<file path="src/verilog/frc_pkg.sv">
package frc_pkg;
	localparam logic [7:0] CMD_CLEAR_FAULTS = 8'h03;
	localparam logic [7:0] CMD_STATUS_CURRENT = 8'h7B;
	localparam logic [7:0] CMD_OC_RESPONSE = 8'hE5;
	localparam logic [7:0] CMD_UC_RESPONSE = 8'hE6;
	localparam logic [7:0] CMD_AVG_OC_LIMIT = 8'hE7;
	localparam logic [7:0] CMD_DRIVE_IO = 8'hE9;
	localparam int RESP_MODE_HI = 7;
	localparam int RESP_MODE_LO = 6;
	localparam int RETRY_HI = 5;
	localparam int RETRY_LO = 3;
	localparam int DELAY_HI = 2;
	localparam int DELAY_LO = 0;
	localparam logic [1:0] RESP_MODE_SHUTDOWN = 2'h2;
	localparam logic [2:0] RETRY_NONE = 3'h0;
	localparam int STAT_OC_BIT = 7;
	localparam int STAT_UC_BIT = 4;
	localparam int DRV_GATE_OFF_BIT = 2;
	localparam int DRV_IO_LEVEL_BIT = 1;
	localparam int DRV_MID_LEVEL_BIT = 0;
	localparam logic [7:0] DRV_RESET = 8'h01;
	localparam logic [7:0] DRV_WRITABLE = 8'h07;
	localparam int LIN_EXP_HI = 15;
	localparam int LIN_EXP_LO = 11;
	localparam int LIN_MANT_HI = 10;
	localparam int FIX_FRAC_BITS = 4;
	localparam logic [11:0] AVG_LIMIT_MAX_FIX = 12'h640;
	localparam logic [7:0] STRAP_OFFSET_AMPS = 8'h05;
	localparam logic [4:0] AVG_DEFAULT_EXP = 5'h1E;
	localparam logic [11:0] AVG_DEFAULT_DIV = 12'h005;
	localparam int CLK_PERIOD_NS = 100;
	localparam int RETRY_UNIT_NS = 35000000;
	localparam int RETRY_UNIT_CYCLES = RETRY_UNIT_NS / CLK_PERIOD_NS;
	localparam logic [7:0] BLANK_SAMPLES = 8'h02;
	typedef enum logic [1:0] {FRC_OFF, FRC_RUN, FRC_LATCHED, FRC_RETRY} frc_mode_t;
endpackage : frc_pkg

</file>
<file path="src/verilog/frc_fault_response.sv">
module frc_fault_response #(
	parameter int TICK_CYCLES = frc_pkg::RETRY_UNIT_CYCLES // Clocks per 35 ms retry tick.
) (
	input wire logic clk, // Core clock, 10 MHz.
	input wire logic rst_n, // Asynchronous reset, active low.
	input wire logic cmdValid, // Command request strobe.
	input wire logic cmdWrite, // 1 write, 0 read.
	input wire logic [7:0] cmdCode, // Command code.
	input wire logic [15:0] cmdData, // Write data, low byte for one-byte commands.
	output logic cmdAck, // Command accepted, one cycle.
	output logic cmdNack, // Command refused, one cycle.
	output logic [15:0] rdData, // Read data, valid with cmdAck.
	input wire logic [7:0] ucRespStrap, // Strap default of the undercurrent response.
	input wire logic [7:0] ocRespStrap, // Strap default of the overcurrent response.
	input wire logic [7:0] peakLimitStrap, // Strap peak overcurrent limit in amps.
	input wire logic ucDetect, // Undercurrent fault detected.
	input wire logic ocPeakDetect, // Peak overcurrent fault detected.
	input wire logic sampleValid, // Current sample strobe.
	input wire logic [11:0] sampleCurrent, // Sample in 1/16 A.
	input wire logic switchOn, // High during the switch-on interval.
	input wire logic upSlopeSense, // 1 up-slope sensing, 0 down-slope.
	input wire logic cmdOff, // Output commanded off.
	input wire logic biasLost, // Bias power removed.
	input wire logic otherFaultOff, // Shutdown by another fault.
	output logic outputEnable, // Power stage output enabled.
	output logic restartPulse, // One-cycle pulse at each restart attempt.
	output logic busAlert_n, // Bus alert, active low.
	output logic gateRegulatorOff, // Gate-drive regulator disabled.
	output logic busIoLevelSelect, // 1 selects 1.8 V bus I/O levels.
	output logic driveMidLevelSelect // 1 selects the 1.5 V mid-drive level.
);
	import frc_pkg::*;

	typedef struct packed {
		frc_mode_t mode;
		logic outEn;
		logic restart;
		logic strapDone;
		logic [7:0] ucResp;
		logic [7:0] ocResp;
		logic [7:0] drvCfg;
		logic [15:0] avgLimit;
		logic statOc;
		logic statUc;
		logic alertN;
		logic [18:0] tickCnt;
		logic [2:0] unitCnt;
		logic [2:0] delay;
		logic phasePrev;
		logic [7:0] blankCnt;
		logic [7:0] sampleCnt;
		logic [19:0] sampleSum;
		logic ack;
		logic nack;
		logic [15:0] rdData;
	} frc_state_t;

	frc_state_t state_r;
	frc_state_t state_nxt;
	logic [12:0] limFix;
	logic [12:0] wrFix;
	logic phaseNow;
	logic avgTrip;
	logic ocEvent;
	logic clearCmd;
	logic stopCmd;
	logic [7:0] resp;
	logic shut;
	logic tick;
	logic expiry;
	logic [11:0] avgDefault;
	logic [7:0] statusByte;

	// Bit 12 flags a value outside 0 A to 100 A; bits 11:0 give the value in 1/16 A.
	function automatic logic [12:0] lin11Fix(input logic [15:0] w);
		logic signed [39:0] v;
		int sh;
		v = {{29{w[LIN_MANT_HI]}}, w[LIN_MANT_HI:0]};
		sh = int'($signed(w[LIN_EXP_HI:LIN_EXP_LO])) + FIX_FRAC_BITS;
		if (sh >= 0) begin
			v = v <<< sh;
		end else begin
			v = v >>> (-sh);
		end
		if (v < 0 || v > $signed({28'h0000000, AVG_LIMIT_MAX_FIX})) begin
			lin11Fix = {1'b1, 12'h000};
		end else begin
			lin11Fix = {1'b0, v[11:0]};
		end
	endfunction : lin11Fix

	assign limFix = lin11Fix(state_r.avgLimit);
	assign wrFix = lin11Fix(cmdData);
	// The compared phase follows the sensing slope.
	assign phaseNow = upSlopeSense ? switchOn : !switchOn;
	// Sum against threshold times count avoids a divider for the average.
	assign avgTrip = !phaseNow && state_r.phasePrev && state_r.sampleCnt != 8'h00
		&& !limFix[12]
		&& state_r.sampleSum > 20'(limFix[11:0]) * 20'(state_r.sampleCnt);
	assign ocEvent = ocPeakDetect || avgTrip;
	assign clearCmd = cmdValid && cmdWrite && cmdCode == CMD_CLEAR_FAULTS && state_r.strapDone;
	assign stopCmd = cmdOff || biasLost || otherFaultOff;
	// Overcurrent takes its own response register, even with undercurrent in the same cycle; undercurrent alone the other.
	assign resp = ocEvent ? state_r.ocResp : state_r.ucResp;
	assign shut = (ocEvent || ucDetect)
		&& resp[RESP_MODE_HI:RESP_MODE_LO] == RESP_MODE_SHUTDOWN;
	assign tick = state_r.tickCnt == 19'(TICK_CYCLES - 1);
	assign expiry = state_r.mode == FRC_RETRY && tick && state_r.unitCnt == state_r.delay;
	// A strap below 5 A yields a zero threshold rather than a negative one.
	assign avgDefault = (peakLimitStrap > STRAP_OFFSET_AMPS)
		? {peakLimitStrap - STRAP_OFFSET_AMPS, 4'h0} / AVG_DEFAULT_DIV : 12'h000;
	assign statusByte = ({7'h00, state_r.statOc} << STAT_OC_BIT)
		| ({7'h00, state_r.statUc} << STAT_UC_BIT);

	always_comb begin
		state_nxt = state_r;
		state_nxt.restart = 1'b0;
		state_nxt.ack = 1'b0;
		state_nxt.nack = 1'b0;
		state_nxt.phasePrev = phaseNow;
		// Averaging window, with leading samples dropped as blanking.
		if (phaseNow && !state_r.phasePrev) begin
			state_nxt.sampleSum = 20'h00000;
			state_nxt.sampleCnt = 8'h00;
			state_nxt.blankCnt = 8'h00;
		end else if (phaseNow && sampleValid) begin
			if (state_r.blankCnt < BLANK_SAMPLES) begin
				state_nxt.blankCnt = state_r.blankCnt + 8'h01;
			end else if (state_r.sampleCnt != 8'hFF) begin
				state_nxt.sampleSum = state_r.sampleSum + 20'(sampleCurrent);
				state_nxt.sampleCnt = state_r.sampleCnt + 8'h01;
			end
		end
		// An event in the clearing cycle wins over the clear.
		state_nxt.statOc = ocEvent || (state_r.statOc && !clearCmd);
		state_nxt.statUc = ucDetect || (state_r.statUc && !clearCmd);
		state_nxt.alertN = !(state_nxt.statOc || state_nxt.statUc);
		if (state_r.mode == FRC_RETRY) begin
			state_nxt.tickCnt = tick ? 19'h00000 : state_r.tickCnt + 19'h00001;
			if (tick) begin
				state_nxt.unitCnt = state_r.unitCnt + 3'h1;
			end
		end
		if (stopCmd) begin
			state_nxt.mode = FRC_OFF;
			state_nxt.outEn = 1'b0;
		end else begin
			case (state_r.mode)
				FRC_OFF: begin
					state_nxt.mode = FRC_RUN;
					state_nxt.outEn = 1'b1;
				end
				FRC_RUN: begin
					if (shut) begin
						state_nxt.outEn = 1'b0;
						state_nxt.delay = resp[DELAY_HI:DELAY_LO];
						state_nxt.tickCnt = 19'h00000;
						state_nxt.unitCnt = 3'h0;
						if (resp[RETRY_HI:RETRY_LO] == RETRY_NONE) begin
							state_nxt.mode = FRC_LATCHED;
						end else begin
							state_nxt.mode = FRC_RETRY;
						end
					end
				end
				FRC_LATCHED: begin
					// A fault with a shutdown response landing with the clear keeps the output off, as the set wins.
					if (clearCmd && !shut) begin
						state_nxt.mode = FRC_RUN;
						state_nxt.outEn = 1'b1;
					end
				end
				FRC_RETRY: begin
					// A fault with a shutdown response still present at expiry keeps the output off and skips that restart.
					if (shut) begin
						state_nxt.outEn = 1'b0;
					end else if (expiry) begin
						if (state_r.outEn) begin
							state_nxt.mode = FRC_RUN;
						end else begin
							state_nxt.outEn = 1'b1;
							state_nxt.restart = 1'b1;
							state_nxt.tickCnt = 19'h00000;
							state_nxt.unitCnt = 3'h0;
						end
					end
				end
				default: begin
					state_nxt.mode = FRC_OFF;
				end
			endcase
		end
		if (cmdValid && state_r.strapDone) begin
			state_nxt.ack = 1'b1;
			if (cmdWrite) begin
				if (cmdCode == CMD_OC_RESPONSE) begin
					state_nxt.ocResp = cmdData[7:0];
				end else if (cmdCode == CMD_UC_RESPONSE) begin
					state_nxt.ucResp = cmdData[7:0];
				end else if (cmdCode == CMD_AVG_OC_LIMIT) begin
					if (wrFix[12]) begin
						state_nxt.ack = 1'b0;
						state_nxt.nack = 1'b1;
					end else begin
						state_nxt.avgLimit = cmdData;
					end
				end else if (cmdCode == CMD_DRIVE_IO) begin
					state_nxt.drvCfg = cmdData[7:0] & DRV_WRITABLE;
				end else if (cmdCode != CMD_CLEAR_FAULTS) begin
					state_nxt.ack = 1'b0;
					state_nxt.nack = 1'b1;
				end
			end else begin
				if (cmdCode == CMD_OC_RESPONSE) begin
					state_nxt.rdData = {8'h00, state_r.ocResp};
				end else if (cmdCode == CMD_UC_RESPONSE) begin
					state_nxt.rdData = {8'h00, state_r.ucResp};
				end else if (cmdCode == CMD_AVG_OC_LIMIT) begin
					state_nxt.rdData = state_r.avgLimit;
				end else if (cmdCode == CMD_DRIVE_IO) begin
					state_nxt.rdData = {8'h00, state_r.drvCfg};
				end else if (cmdCode == CMD_STATUS_CURRENT) begin
					state_nxt.rdData = {8'h00, statusByte};
				end else begin
					state_nxt.ack = 1'b0;
					state_nxt.nack = 1'b1;
				end
			end
		end
		// Straps are caught on the first edge after reset release, never under reset.
		if (!state_r.strapDone) begin
			state_nxt.strapDone = 1'b1;
			state_nxt.ucResp = ucRespStrap;
			state_nxt.ocResp = ocRespStrap;
			state_nxt.avgLimit = {AVG_DEFAULT_EXP, avgDefault[10:0]};
		end
	end

	always_ff @(posedge clk or negedge rst_n) begin
		if (!rst_n) begin
			state_r <= '0;
			state_r.alertN <= 1'b1;
			state_r.drvCfg <= DRV_RESET;
		end else begin
			state_r <= state_nxt;
		end
	end

	assign cmdAck = state_r.ack;
	assign cmdNack = state_r.nack;
	assign rdData = state_r.rdData;
	assign outputEnable = state_r.outEn;
	assign restartPulse = state_r.restart;
	assign busAlert_n = state_r.alertN;
	assign gateRegulatorOff = state_r.drvCfg[DRV_GATE_OFF_BIT];
	assign busIoLevelSelect = state_r.drvCfg[DRV_IO_LEVEL_BIT];
	assign driveMidLevelSelect = state_r.drvCfg[DRV_MID_LEVEL_BIT];
endmodule : frc_fault_response

</file>
<file path="config.mk">
export PLATFORM = sky130hd
export DESIGN_NAME = frc_fault_response
export DESIGN_NICKNAME = d
export VERILOG_FILES = /design/src/verilog/frc_pkg.sv /design/src/verilog/frc_fault_response.sv
export SDC_FILE = /design/constraint.sdc
export NUM_CORES = 1
export LEC_CHECK = 0
export ABC_AREA = 1
export BUFFER_PORTS_ARGS = -buffer_cell sky130_fd_sc_hd__buf_4
export CAP_MARGIN = 0
export CORE_ASPECT_RATIO = 0.7
export CORE_MARGIN = 8
export CORE_UTILIZATION = 40
export CTS_BUF_LIST = sky130_fd_sc_hd__clkbuf_8 sky130_fd_sc_hd__clkbuf_16
export DETAILED_ROUTE_END_ITERATION = 10
export REMOVE_ABC_BUFFERS = 1
export SLEW_MARGIN = 20
export SYNTH_ARGS = -nofsm -noshare
export SYNTH_HDL_FRONTEND = slang
export SYNTH_SLANG_ARGS = --single-unit
</file>
<file path="constraint.sdc">
create_clock -name clk -period 15 [get_ports clk]
set_input_delay 0.75 -clock clk [delete_from_list [all_inputs] [get_ports clk]]
set_output_delay 0.75 -clock clk [all_outputs]
set_load 0.01 [all_outputs]
</file>
==> results.toml <==
[run_status]
status = "finished clean"

[die]
rows = 57
chipHeight_um = 173
design.portCount = 96
fp.dieW_um = 241
floorplan.initialDensity_pct = 40.7
core_footprint_sq_um = 34800
dieArea_sq_um = 41800

[logic_synthesis]
postSynth.topFlopCell = "dfrtp_1"
synth.lib_cells_used.distinct = 66
seq_area_frac_synth_pct = 21.8
number_of_enable_type_register_cells_in_the_synthesized_netlist = 0
synth_largest_area_cell = "dfrtp_1"
syn-mean-instance-area_sq_um = 6.79
post_synth_inst_count = 2084
flip_flop_and_latch_count_after_synthesis = 123
yosys_warnings = 0
post-synth-top-area-fraction_pct = 21.4
post_synth_instance_area_sq_um = 14200
postSynth.asyncResetShare_pct = 100
netlist_top_cells_area = "dfrtp_1 21%, nand2_1 12%, ha_1 9.1%"

[clock_network]
clock_latency_reported_for_the_late_side_of_the_worst_skew_pair_ns = 0.44
cts-hold-fix-buffers = 0
post_cts_resized = 0
tritoncts_clock_tree = "yes"
numCtsBuffers = 17
path_clk_slew_ns = 0.06
cts.repair_timing.setup_buffer_count = 0
htree_levels = 4
root_buffer = "clkbuf_16"
cts_max_path_bufs = 2
cts.sinks = 123

[cells_and_area]
final_area_sq_um = 15800
antenna_cells = 0
area_growth_syn_to_layout_pct = 11.6
finish.utilization_pct = 45.4
post_route_cells_drive_above_1_share_pct = 10.2
fin_nets = 2382

[power]
worst_ir_drop_vdd_mv = 0.171
power.leakage_uw = 0.00798
powerDensity_nw_per_um2 = 116
p_seq_share_pct = 23.5
total_power_uw = 1830
switching_share_pct = 47.7
switching_power_uw = 875
power_frac_clock_pct = 22.5
comb_power_share_pct = 53.9
cellInternalPower_uw = 959

[critical_path]
worst-r2r-setup-slack_ns = 1.79
critical-path-slowest-cell = "dfrtp_1"
worst_reg2reg_path_startpoint = "state_r[96]"
setup_crit_start_kind = "flop"
worstReg2RegEnd = "state_r[55]"
cp_max_fo = 19
worstRegToRegCells = 65
worst_path_largest_cell_delay_ns = 0.62
path_common_cell = "nand2_1"
cp.required_ns = 15.31
setup.worst_path.class = "reg2reg"
worstSetupEndpointType = "flop"
worstPathArrival_ns = 13.51

[place]
gp_routability_congestion = 0.916
port-buffer-count = 95
placement.cell_area_sq_um = 15200
hpwl_detailed_um = 34000

[timing]
totalNegativeSetupSlack_ns = 0
maximum_clock_rate_ghz = 0.0757
worst_slew_pin_slew_ns = 0.889
setup_viol = 0
final_period_minus_worst_setup_slack_ns = 13.21
finalClockSkew_ns = 0.0125
slew_viol_final = 0
slew_headroom_pct = 40.7
hold_viol_final = 0
final_min_period_over_clock_period_pct = 88.1
grt_setup_unrepaired = "false"

[global_routing]
globalRouteOverflowTotal = 0
number_of_global_route_vias_before_repair = 13500
grt_pass1_wl_um = 69500
grt_max_degree = 68
initial_antenna_violation_count = 0
globalRouteTotalUtil_pct = 20.3

[route]
num_vias = 13700
drt-met1-wl_um = 20600
met3RoutedLength_um = 2090
drt-vias-per-instance = 5.20
detail_route.wl_per_cell_um = 16.0
dr_wl_met2_um = 18400
detail_route.iter0.violations = 1091
antenna_violating_nets_post_route = 0
route.top_layer_used = "met4"
drc_errors = 0
detail_route.first_pass.iterations = 5
routed_wire_length_um = 42000

[job]
maxCapViolations = 0

[hold_path]
worst_hold_path_type = "in2async"
-- cells by family after synthesis --
logic type	Yosys count	synth area share, %
muxes	16	1.17
DFF	123	21.8
AOI/OAI and AO/OA	407	16.3
adders and majority gates	164	17.7
and+or+nand+nor	916	28.7
xor gates and xnor gates	47	2.96
buffers and inverters	409	11.3
other	2	0.0531
-- metrics by stage --
step / setup WS (ns) / instances / hold slack (ns)
6_report: 1.79 / 2631 / 0.257
5_1_grt: 0.211 / 2631 / 0.295
3_5_place_dp: 1.85 / 2599 / 0.473
4_1_cts: 1.83 / 2631 / 0.281
2_1_floorplan: 3.79 / 2026 / 0.444
3_3_place_gp: 2.37 / 2599 / 0.465
-- cells in the mapped netlist (6+ instances only) --
| cell | n |
|---|---|
| nand4_1 | 34 |
| o22ai_1 | 9 |
| ha_1 | 103 |
| nor2_1 | 201 |
| xnor2_1 | 14 |
| clkinv_1 | 9 |
| a22oi_1 | 9 |
| fa_1 | 61 |
| nand3b_1 | 7 |
| o211ai_1 | 12 |
| mux2i_1 | 12 |
| nand3_2 | 7 |
| o21bai_1 | 11 |
| nand2_4 | 6 |
| o31ai_1 | 9 |
| xor2_1 | 32 |
| dfrtp_1 | 121 |
| clkbuf_1 | 41 |
| inv_1 | 321 |
| nor3_1 | 45 |
| a211oi_1 | 7 |
| nand2_2 | 28 |
| o21ai_0 | 190 |
| a21oi_1 | 116 |
| o221ai_1 | 6 |
| nand2_1 | 457 |
| inv_2 | 13 |
| nor4_1 | 16 |
| buf_4 | 17 |
| or2_2 | 7 |
| nand3_1 | 87 |
-- area by class of cell --
class | instances | area (sq um)
multi-input combinational | 1559 | 9500
fill | 3637 | 19000
sequential | 123 | 3080
timing repair buffer | 101 | 762
tap | 472 | 591
clock inverter | 11 | 96.3
clock buffer | 21 | 480
inverter | 344 | 1290
-- worst max path at each step --
stage	depth (start not counted)	endpoint	slack (ns)	start
after floorplan	65	state_r[55]	3.79	state_r[96]
after global placement	65	state_r[56]	2.37	state_r[96]
after detailed placement	65	state_r[55]	1.85	state_r[96]
after CTS	65	state_r[55]	1.83	state_r[96]
after global routing	67	state_r[56]	0.21	state_r[96]
final	65	state_r[55]	1.79	state_r[96]
-- sequential cells by signal, summed over array words and instances, names as in the netlist --
name and cells:
busAlert_n 1, cmdAck 1, restartPulse 1, rdData 16, state_r 99, gateRegulatorOff 1
busIoLevelSelect 1, driveMidLevelSelect 1, outputEnable 1, cmdNack 1
-- worst max-delay path, delay by kind of cell, from the launching register on --
kind                     cells  cell delay (ns)
AO/OA/AOI/OAI               19             2.61
flip-flops                   1             0.62
AND/OR/NAND/NOR             29             5.19
XOR/XNOR                     1             0.14
buffers and inverters        9             1.58
adder cells (fa/ha/maj)      7             2.90
-- routing by layer --
layer	vias to the layer above	track usage, %
li1	6904	-
met4	0	6.07
met5	-	0
met2	319	31.4
met1	6417	29.1
met3	45	2.89
-- layout by cell type, fill, tap and decap left out, types with 45 or more instances in the layout --
master and n:
nor2_1 201, buf_4 100, nand2_1 457, ha_1 103
o21ai_0 190, inv_1 323, dfrtp_1 121, nor3_1 45
a21oi_1 115, fa_1 61, nand3_1 87
-- power groups by stage --
| stage | clock network, uW | registers (uW) | logic, uW |
|---|---|---|---|
| floorplan | 0 | 417 | 762 |
| global placement | 0 | 436 | 959 |
| detailed placement | 0 | 436 | 981 |
| CTS | 421 | 431 | 986 |
| global route | 433 | 439 | 1140 |
| finish | 413 | 431 | 989 |
Power figures use the tool's default switching activity.
